## src/verilog/external_data_memory_ptr_cfg.svh

```systemverilog
/*
  Constants of the address pointer unit: special-function-register offsets,
  field positions, reset values and address-forming figures.
  Assumes it is included by its bare name, after or before the type package.
*/
`ifndef EXTERNAL_DATA_MEMORY_PTR_CFG_SVH
`define EXTERNAL_DATA_MEMORY_PTR_CFG_SVH

// Overview of operation
// Relocation register gives external memory start address in 2KB steps.
// Software should leave the relocation register at zero on this part.
// Wide16_program_mode mode: 16-bit program addresses; flat mode: 20-bit, stack in data space.
// Data-space address width stays 16 bits in both modes.
// Mode field 00 selects wide16_program_mode mode; upper bit one selects flat mode.
// Vector select one puts vectors at B000, zero at 0x0000.
// Indirect move high byte from port two register, or page register when enabled.
// Read-only stack indicator: zero internal stack, one extended 16-bit stack.
// Indirect upper byte supplies bits 23..16 only for indirect moves.
// Pointer moves take bits 23..16 from selected pointer's top byte.
// External data memory address path is 24 bits wide.
// Step field sets increment or decrement per pointer.
// Toggle bit flips pointer selection each time a pointer is used.
// Select bit picks pointer 1 when set; reads show current selection.
// Flat mode steps the full 24-bit pointer; wide16_program_mode mode keeps top byte.
// Top byte has no effect when data memory is under 64KB.
// Indirect move low byte comes from the working register.
// Mode and relocation writes need timed access; both reset to zero.
// Flat mode stack address is stack high byte over stack low byte.
// Selection change takes effect after the pointer-using instruction completes.
// Wide16_program_mode mode steps wrap within 16 bits, top byte untouched.

// Register offsets
`define OFS_P0_LOW        8'h82
`define OFS_P0_HIGH       8'h83
`define OFS_P1_LOW        8'h84
`define OFS_P1_HIGH       8'h85
`define OFS_PTR_SEL       8'h86
`define OFS_P0_TOP        8'h93
`define OFS_P1_TOP        8'h95
`define OFS_ADDR_MODE     8'h9D
`define OFS_EXTERNAL_DATA_MEMORY_RELOC    8'hC6
`define OFS_IND_PAGE      8'hDA
`define OFS_IND_UPPER     8'hEA

// Field positions
`define SEL_BIT           0
`define TOGGLE_BIT        5
`define STEP_LO_BIT       6
`define STEP_HI_BIT       7
`define MODE_LO_BIT       0
`define MODE_HI_BIT       1
`define STACK_IND_BIT     2
`define PAGE_SRC_BIT      3
`define VEC_SEL_BIT       5
`define PTR_SEL_WMASK     8'hE1
`define ADDR_MODE_WMASK   8'h2B

// Reset values
`define RST_BYTE          8'h00

// Address forming
`define RELOC_STEP_SHIFT  11
`define VEC_RELOC_BASE    16'hB000
`define VEC_NORMAL_BASE   16'h0000
`define FULL_DATA_BYTES   32'h0001_0000

`endif

```

## src/verilog/external_data_memory_ptr_pkg.sv

```systemverilog
/*
  Types shared by the address pointer unit.
  Assumes nothing beyond a SystemVerilog compiler.
*/
`default_nettype none
package external_data_memory_ptr_pkg;
  typedef enum logic {MODE_WIDE16_PROGRAM_MODE, MODE_FLAT} addr_mode_e;
  typedef logic [23:0] xaddr_t;
endpackage
`default_nettype wire

```

## src/verilog/external_data_memory_address_pointer_unit.sv

```systemverilog
/*
  Address pointer unit: two data pointers with top bytes, pointer select and
  step control, addressing-mode control, relocation base and the forming of
  24-bit external data memory addresses for pointer and indirect moves.
  Assumes the execution core drives the special-function-register strobes and
  the instruction events on sys_clk, and a timed-access block outside raises
  timed_access_open for the cycle in which a guarded write is allowed.
  Every input comes from logic on sys_clk, so none of them is synchronised here.
*/
`include "external_data_memory_ptr_cfg.svh"
`timescale 1ns/1ps
`default_nettype none

module external_data_memory_address_pointer_unit
  import external_data_memory_ptr_pkg::*;
#(
  parameter int unsigned DATA_MEM_BYTES = 32'd1792
) (
  input  wire logic        sys_clk,
  input  wire logic        reset,
  input  wire logic [7:0]  sfr_addr,
  input  wire logic        sfr_wr,
  input  wire logic [7:0]  sfr_wdata,
  input  wire logic        sfr_rd,
  output logic [7:0]       sfr_rdata,
  output logic             sfr_hit,
  input  wire logic        timed_access_open,
  input  wire logic        ptr_step,
  input  wire logic        ptr_use,
  input  wire logic        ext_move_ptr,
  input  wire logic        ext_move_ind,
  input  wire logic [7:0]  work_reg,
  input  wire logic [7:0]  port_two_register,
  input  wire logic [7:0]  stack_low_byte,
  input  wire logic [7:0]  stack_high_byte,
  output logic [23:0]      external_data_memory_addr,
  output logic             external_data_memory_addr_valid,
  output logic [23:0]      external_data_memory_base_addr,
  output logic             flat_mode,
  output logic [4:0]       prog_addr_bits,
  output logic [15:0]      data_addr_mask,
  output logic [15:0]      vector_base,
  output logic [15:0]      stack_addr,
  output logic             stack_extended
);

  ////////////////////////////////////////////////////////////////////////////
  // Register state
  logic [7:0] p0_low_q, p0_low_d;
  logic [7:0] p0_high_q, p0_high_d;
  logic [7:0] p0_top_q, p0_top_d;
  logic [7:0] p1_low_q, p1_low_d;
  logic [7:0] p1_high_q, p1_high_d;
  logic [7:0] p1_top_q, p1_top_d;
  logic [7:0] ptr_sel_q, ptr_sel_d;
  logic [7:0] addr_mode_q, addr_mode_d;
  logic [7:0] reloc_q, reloc_d;
  logic [7:0] ind_page_q, ind_page_d;
  logic [7:0] ind_upper_q, ind_upper_d;
  logic [7:0] rdata_q, rdata_d;
  xaddr_t     xaddr_q, xaddr_d;
  logic       xvalid_q, xvalid_d;

  ////////////////////////////////////////////////////////////////////////////
  // Decoded controls
  addr_mode_e mode;
  logic       sel_one;
  logic       step_down;
  logic [23:0] cur_ptr;
  logic [23:0] stepped;
  logic       top_live;

  // Upper mode bit alone decides flat mode, lower bit is a don't-care
  assign mode = addr_mode_q[`MODE_HI_BIT] ? MODE_FLAT : MODE_WIDE16_PROGRAM_MODE;
  assign sel_one = ptr_sel_q[`SEL_BIT];

  // Step field: low bit governs pointer 0, high bit pointer 1
  assign step_down = sel_one ? ptr_sel_q[`STEP_HI_BIT]
                             : ptr_sel_q[`STEP_LO_BIT];

  assign cur_ptr = sel_one ? {p1_top_q, p1_high_q, p1_low_q}
                           : {p0_top_q, p0_high_q, p0_low_q};

  // Top bytes only reach memory when it spans beyond 64KB
  assign top_live = (DATA_MEM_BYTES > `FULL_DATA_BYTES);

  ////////////////////////////////////////////////////////////////////////////
  // Pointer step arithmetic
  // Both widths are formed every cycle; the mode only picks one of them
  always_comb begin
    logic [23:0] full;
    logic [15:0] low16;
    full = 24'h00_0000;
    low16 = 16'h0000;
    if (step_down) begin
      full  = cur_ptr - 24'h00_0001;
      low16 = cur_ptr[15:0] - 16'h0001;
    end else begin
      full  = cur_ptr + 24'h00_0001;
      low16 = cur_ptr[15:0] + 16'h0001;
    end
    if (mode == MODE_FLAT) begin
      stepped = full;
    end else begin
      stepped = {cur_ptr[23:16], low16};
    end
  end

  ////////////////////////////////////////////////////////////////////////////
  // Register next state: writes, steps, toggling
  always_comb begin
    p0_low_d    = p0_low_q;
    p0_high_d   = p0_high_q;
    p0_top_d    = p0_top_q;
    p1_low_d    = p1_low_q;
    p1_high_d   = p1_high_q;
    p1_top_d    = p1_top_q;
    ptr_sel_d   = ptr_sel_q;
    addr_mode_d = addr_mode_q;
    reloc_d     = reloc_q;
    ind_page_d  = ind_page_q;
    ind_upper_d = ind_upper_q;

    // Step the selected pointer; a register write below overrides it
    if (ptr_step) begin
      if (sel_one) begin
        {p1_top_d, p1_high_d, p1_low_d} = stepped;
      end else begin
        {p0_top_d, p0_high_d, p0_low_d} = stepped;
      end
    end

    // Selection flips after the using instruction, which saw the old one
    if (ptr_use && ptr_sel_q[`TOGGLE_BIT]) begin
      ptr_sel_d[`SEL_BIT] = ~ptr_sel_q[`SEL_BIT];
    end

    if (sfr_wr) begin
      case (sfr_addr)
        `OFS_P0_LOW: begin
          p0_low_d = sfr_wdata;
        end
        `OFS_P0_HIGH: begin
          p0_high_d = sfr_wdata;
        end
        `OFS_P0_TOP: begin
          p0_top_d = sfr_wdata;
        end
        `OFS_P1_LOW: begin
          p1_low_d = sfr_wdata;
        end
        `OFS_P1_HIGH: begin
          p1_high_d = sfr_wdata;
        end
        `OFS_P1_TOP: begin
          p1_top_d = sfr_wdata;
        end
        `OFS_PTR_SEL: begin
          ptr_sel_d = sfr_wdata & `PTR_SEL_WMASK;
        end
        // Guarded registers ignore writes outside the timed-access window
        `OFS_ADDR_MODE: begin
          // A refused write leaves no trace; software must open the window again
          if (timed_access_open) begin
            addr_mode_d = sfr_wdata & `ADDR_MODE_WMASK;
          end
        end
        `OFS_EXTERNAL_DATA_MEMORY_RELOC: begin
          if (timed_access_open) begin
            reloc_d = sfr_wdata;
          end
        end
        `OFS_IND_PAGE: begin
          ind_page_d = sfr_wdata;
        end
        `OFS_IND_UPPER: begin
          ind_upper_d = sfr_wdata;
        end
        default: begin
        end
      endcase
    end
  end

  ////////////////////////////////////////////////////////////////////////////
  // Read path; the stack indicator is hardware state, never stored
  // An unmapped offset reads as zero and drops sfr_hit
  always_comb begin
    sfr_hit = 1'b1;
    rdata_d = rdata_q;
    case (sfr_addr)
      `OFS_P0_LOW:     rdata_d = p0_low_q;
      `OFS_P0_HIGH:    rdata_d = p0_high_q;
      `OFS_P0_TOP:     rdata_d = p0_top_q;
      `OFS_P1_LOW:     rdata_d = p1_low_q;
      `OFS_P1_HIGH:    rdata_d = p1_high_q;
      `OFS_P1_TOP:     rdata_d = p1_top_q;
      `OFS_PTR_SEL:    rdata_d = ptr_sel_q;
      `OFS_EXTERNAL_DATA_MEMORY_RELOC: rdata_d = reloc_q;
      `OFS_IND_PAGE:   rdata_d = ind_page_q;
      `OFS_IND_UPPER:  rdata_d = ind_upper_q;
      `OFS_ADDR_MODE: begin
        rdata_d = addr_mode_q;
        rdata_d[`STACK_IND_BIT] = stack_extended;
      end
      default: begin
        sfr_hit = 1'b0;
        rdata_d = `RST_BYTE;
      end
    endcase
    if (!sfr_rd) begin
      rdata_d = rdata_q;
    end
  end

  ////////////////////////////////////////////////////////////////////////////
  // External move address forming, one cycle after the move request
  always_comb begin
    xaddr_d  = xaddr_q;
    xvalid_d = ext_move_ptr | ext_move_ind;
    // Both requests at once: the pointer move wins, the indirect one is dropped
    if (ext_move_ptr) begin
      // Pointer move: selected pointer, top byte included
      // Selection is the registered one, so a toggle in this cycle comes later
      xaddr_d = cur_ptr;
      if (!top_live) begin
        // Small memory: a stale top byte must not push the address out of range
        xaddr_d[23:16] = 8'h00;
      end
    end else if (ext_move_ind) begin
      // Indirect move: upper byte, page source, then working register
      xaddr_d[23:16] = ind_upper_q;
      xaddr_d[15:8]  = addr_mode_q[`PAGE_SRC_BIT] ? ind_page_q
                                                  : port_two_register;
      xaddr_d[7:0]   = work_reg;
    end
  end

  ////////////////////////////////////////////////////////////////////////////
  // State registers
  // Reset is synchronous, so a glitch between edges cannot clear them
  always_ff @(posedge sys_clk) begin
    if (reset) begin
      p0_low_q    <= `RST_BYTE;
      p0_high_q   <= `RST_BYTE;
      p0_top_q    <= `RST_BYTE;
      p1_low_q    <= `RST_BYTE;
      p1_high_q   <= `RST_BYTE;
      p1_top_q    <= `RST_BYTE;
      ptr_sel_q   <= `RST_BYTE;
      addr_mode_q <= `RST_BYTE;
      reloc_q     <= `RST_BYTE;
      ind_page_q  <= `RST_BYTE;
      ind_upper_q <= `RST_BYTE;
      rdata_q     <= `RST_BYTE;
      xaddr_q     <= 24'h00_0000;
      xvalid_q    <= 1'b0;
    end else begin
      p0_low_q    <= p0_low_d;
      p0_high_q   <= p0_high_d;
      p0_top_q    <= p0_top_d;
      p1_low_q    <= p1_low_d;
      p1_high_q   <= p1_high_d;
      p1_top_q    <= p1_top_d;
      ptr_sel_q   <= ptr_sel_d;
      addr_mode_q <= addr_mode_d;
      reloc_q     <= reloc_d;
      ind_page_q  <= ind_page_d;
      ind_upper_q <= ind_upper_d;
      rdata_q     <= rdata_d;
      xaddr_q     <= xaddr_d;
      xvalid_q    <= xvalid_d;
    end
  end

  ////////////////////////////////////////////////////////////////////////////
  // Mode outputs to the core and memory
  assign sfr_rdata       = rdata_q;
  assign external_data_memory_addr       = xaddr_q;
  assign external_data_memory_addr_valid = xvalid_q;
  assign flat_mode       = (mode == MODE_FLAT);

  // Relocation base in 2KB steps; left at zero by software on this part
  assign external_data_memory_base_addr = {5'b00000, reloc_q, 11'h000};

  // Program address width per mode
  assign prog_addr_bits = (mode == MODE_FLAT) ? 5'd20 : 5'd16;

  // Data space never widens with the mode
  assign data_addr_mask = 16'hFFFF;

  assign vector_base = addr_mode_q[`VEC_SEL_BIT] ? `VEC_RELOC_BASE
                                                  : `VEC_NORMAL_BASE;

  // Stack lives in data space only in flat mode
  // Otherwise it stays in the 256-byte internal memory, high byte zero
  assign stack_extended = (mode == MODE_FLAT);
  assign stack_addr = stack_extended ? {stack_high_byte, stack_low_byte}
                                     : {8'h00, stack_low_byte};

endmodule
`default_nettype wire

```

## config.mk

```make
export PLATFORM = sky130hd
export DESIGN_NAME = external_data_memory_address_pointer_unit
export DESIGN_NICKNAME = d
export VERILOG_FILES = /design/src/verilog/external_data_memory_ptr_pkg.sv /design/src/verilog/external_data_memory_address_pointer_unit.sv
export VERILOG_INCLUDE_DIRS = /design/src /design/src/verilog
export SDC_FILE = /design/constraint.sdc
export NUM_CORES = 1
export LEC_CHECK = 0
export BUFFER_PORTS_ARGS = -buffer_cell sky130_fd_sc_hd__buf_4
export CORE_ASPECT_RATIO = 1.25
export CORE_MARGIN = 5
export CORE_UTILIZATION = 57
export CTS_BUF_LIST = sky130_fd_sc_hd__clkbuf_2
export DETAILED_ROUTE_END_ITERATION = 10
export GPL_TIMING_DRIVEN = 1
export PLACE_DENSITY = 0.91
export SYNTH_ARGS = -nofsm -noshare
export SYNTH_HDL_FRONTEND = slang
export SYNTH_SLANG_ARGS = --single-unit
```

## constraint.sdc

```tcl
create_clock -name sys_clk -period 4.04 [get_ports sys_clk]
set_input_delay 0.202 -clock sys_clk [delete_from_list [all_inputs] [get_ports sys_clk]]
set_output_delay 0.202 -clock sys_clk [all_outputs]
set_load 0.01 [all_outputs]
```

==> results.md <==
- Max reg flops: 24
- Met3 WL post-DR: approximately 2800 microns
- Global-route wire length before repair: 39,260 microns
- DR vias: 7,950
- VDD IR max: approximately 270 uV
- Fin. max-slew vios: 0
- CTS tree: yes
- Gate Count Post-Synth: about 960
- HP Class: input port to flop
- Global Route Usage Sum: between 30% and 40%
- DRT Wirelength: between 20,000 and 30,000 microns
- Synth warn: 0
- Net load switching power: 0.6692 mW
- Filler instances: 971
- Worst slew pin tran: between 1000 and 1500 ps
- Post-synthesis mux area share: approximately an eighth
- Sequential area share after synthesis: between 30% and 40%
- DIE AREA: between 15,000 and 20,000 sq um
- Share of layout cells above drive strength 1: between 15 and 20%
- Final Hold Fails: 0
- Root Buffer: clkbuf_2
- Synth Cell Area: between 7000 and 8000 sq um
- Worst reg-to-reg path cell count: 12
- Wire length per cell: 20.77 microns
- Final worst path period share: 89.58%
- PD cells: 276.6 nW/um^2
- Max FO, Critical Path: 10
- Critical path endpoint: p1_top_q[6]
- Synth Area in Adders: between 3 and 4%
- Reg2reg start: ptr_sel_q[0]
- Flop and latch count out of synthesis: between 100 and 150
- Critical Path End Type: flop
- Sw frac: about 28%
- Routability cong.: ~0.98
- Fin Setup TNS: 0 ps
- Clk_skew: around 26 ps
- Critical-path top delay cell: or4_4
- Slowest cell delay on critical path: 530 ps
- Largest net degree at the start of global routing: 109
- Fmax: 276.3 MHz
- Max-cap violations: 0
- Setup bufs post-CTS: 0
- IO Count: 170
- Top_reg_cell synth: dfxtp_1
- R2r setup slk: 420 ps
- CTS sink cnt: 113
- P_int: between 1.5 and 2 mW
- Status: complete, no violations
- WP buf/inv: 2
- Critical Path Source Type: flop
- Syn_area_per_cell: slightly below 8 sq um
- Final antenna-violating net count: 0
- Simple-gate share of the synthesized area: between 20% and 30%
- CP Cell Sequence: mux2i_1 > buf_4 > inv_1 > ha_1 > a21oi_2 > o32a_1 > a211oi_2 > nor2_1 > or4_4 > and4_1 > a221oi_2 > a211oi_1
- CP Depth: 12
- Vias in the first global route: 7,400
- Core Area: 13,110 sq um
- Initial core utilization: a little under three fifths
- Tmin final: 3619 ps
- Asr flop ratio synth: 0%
- Top routing layer in use: met4
- Die width: roughly 110 microns
- CP Launch Point: ptr_sel_q[0]
- R2R Path End: p1_top_q[6]
- Setup violations, final: 0
- Crit Path Class: flop to flop
- Synth Area in Compound Gates: 20.67%
- Die Span Y: around 140 microns
- Clock Path Buffers: 2
- Main combinational cell family by area after synthesis: simple AND/OR/NAND/NOR gates
- Final Total Pwr: ~2.4 mW
- # port buffers: approximately 100
- Combinational group share of total power: between 10 and 15%
- Flop pwr share: 48.2%
- Num rows: between 40 and 50
- Relative slew slack: around a quarter
- Via density: between 6 and 7
- Initial antenna violation count: 1
- # nets final: between 1,000 and 1,500
- Yosys cell types: 59
- Area grow syn2layout: 15.05%
- Clk pwr share: 39.7%
- Arrival @ worst endpoint: roughly 4200 ps
- Post-DP HPWL: 17,650 microns
- Pleak: 3.631 nW
- M1 WL: roughly 8800 microns
- CTS buffer count: 17
- Clock slew at reported path FFs: between 150 and 200 ps
- CP top delay family: compound AO/OA/AOI/OAI gates
- Xor and xnor area share after synthesis: ~2.1%
- Drt pass-1 iters: 9
- Req. time, crit path: roughly 4600 ps
- Post-synth EDFFs: 0
- WL met2: 11,700 microns
- Drc violations: 0
- Clock Latency Late Sink: ~710 ps
- CTS H-tree lvls: 4
- Global route overflow: 0
- RSZ-0062 raised after global routing: false
- Initial drt markers: 1,144
synth_stat cells (8+ instances only):
library cell	number	area, sq um
and3_1	11	68.82
xnor2_1	12	105.1
o21ai_0	38	190.2
buf_4	63	473.0
inv_1	15	56.30
clkbuf_1	51	191.4
a311oi_1	18	157.7
mux2i_1	61	610.6
a21oi_1	55	275.3
mux2_2	24	270.3
buf_1	8	30.03
and2_1	14	87.58
nor3_1	18	90.09
o211ai_1	13	97.59
ha_1	22	275.3
a211oi_1	43	322.8
a21o_1	9	67.56
nand3_1	33	165.2
nand2_1	98	367.9
nor2_1	126	473.0
nor2b_1	8	50.05
a221oi_1	10	87.58
dfxtp_1	113	2262
worst register-to-register path, stage by stage (launching register included):
cell      delay [ps]
dfxtp_1          380
mux2i_1          280
buf_4            230
inv_1            200
ha_1             450
a21oi_2          110
o32a_1           420
a211oi_2         260
nor2_1           140
or4_4            530
and4_1           210
a221oi_2         180
a211oi_1         100
placed cells by master (no fill, tap or decap), types with 8 or more instances in the layout:
master         netlist  routed
nor2b_1              8       8
o211ai_1            13      13
nand2_1             98      98
ha_1                22      22
mux2_2              24      24
nand3_1             33      33
dfxtp_1            113     113
mux2i_1             61      61
a221oi_1            10      10
xnor2_1             12      12
a211oi_1            43      43
clkbuf_2             0      18
buf_4               63     113
a21o_1               9       9
nor3_1              18      18
dlygate4sd3_1        0      29
and2_1              14      14
a21oi_1             55      55
o21ai_0             38      38
nor2_1             126     126
inv_1               15      15
a311oi_1            18      18
conb_1               2      49
and3_1              11      11
worst min path at each step:
| stage | from | endpoint | slack (ps) | depth (start not counted) |
|---|---|---|---|---|
| 3_3_place_gp | stack_low_byte[0] | stack_addr[0] | 400 | 0 |
| 6_report | port_two_register[2] | external_data_memory_addr[10] | 20 | 5 |
| 4_1_cts | work_reg[3] | external_data_memory_addr[3] | 2 | 3 |
| 2_1_floorplan | sfr_wdata[5] | p0_low_q[5] | 380 | 2 |
| 3_5_place_dp | stack_low_byte[0] | stack_addr[0] | 400 | 0 |
| 5_1_grt | sfr_addr[0] | sfr_rdata[5] | 10 | 4 |
stage by stage:
stage,worst slack [ps],hold WS (ps),util [%],cells,cell area [sq um]
after floorplan,408.9,382.8,-,1005,7684
after global placement,605.4,404.1,61.32,1164,8041
after detailed placement,501.8,404.1,61.32,1164,8041
after CTS,483.9,1.517,65.77,1224,8625
after global routing,220.2,12.34,65.86,1226,8637
final,420.8,23.85,65.86,1226,8637
final cells by class:
type | instances | area [sq um] | share of cell area, %
clock inverters | 14 | 212.7 | 2.463
clock buffers | 18 | 90.09 | 1.043
inverters | 15 | 56.30 | 0.6519
multi-input cells | 752 | 4661 | 53.96
well taps | 171 | 214.0 | 2.477
flip-flops and latches | 113 | 2262 | 26.19
diodes | 1 | 2.502 | 0.02897
repair buffers | 142 | 1139 | 13.18
power groups by stage:
stage,sequential (mW),combinational [mW],clock (mW)
final,1.15,0.291,0.947
after global routing,1.15,0.308,0.991
after CTS,1.15,0.278,0.934
after detailed placement,1.17,0.255,0
after global placement,1.17,0.252,0
after floorplan,1.17,0.192,0
metal layers:
metal | up-vias | GRT usage, %
li1 | 3517 | -
met1 | 3630 | 35.07
met2 | 617 | 51.44
met3 | 186 | 7.736
met4 | 0 | 21.20
met5 | - | 0
timing repair:
action / 4_1_cts / 5_1_grt
gates resized for setup: 0 / 0
endpoints found under the hold margin: 103 / 1
hold buffers: 28 / 1
logic make-up after synthesis:
group                    count (synthesis)
AND/OR/NAND/NOR                        349
flip-flops                             113
adder cells (fa/ha/maj)                 23
buffers and inverters                  140
XOR/XNOR                                18
other                                    2
multiplexers                            85
AO/OA/AOI/OAI                          228
No activity file was read; power rests on OpenSTA's default activity.
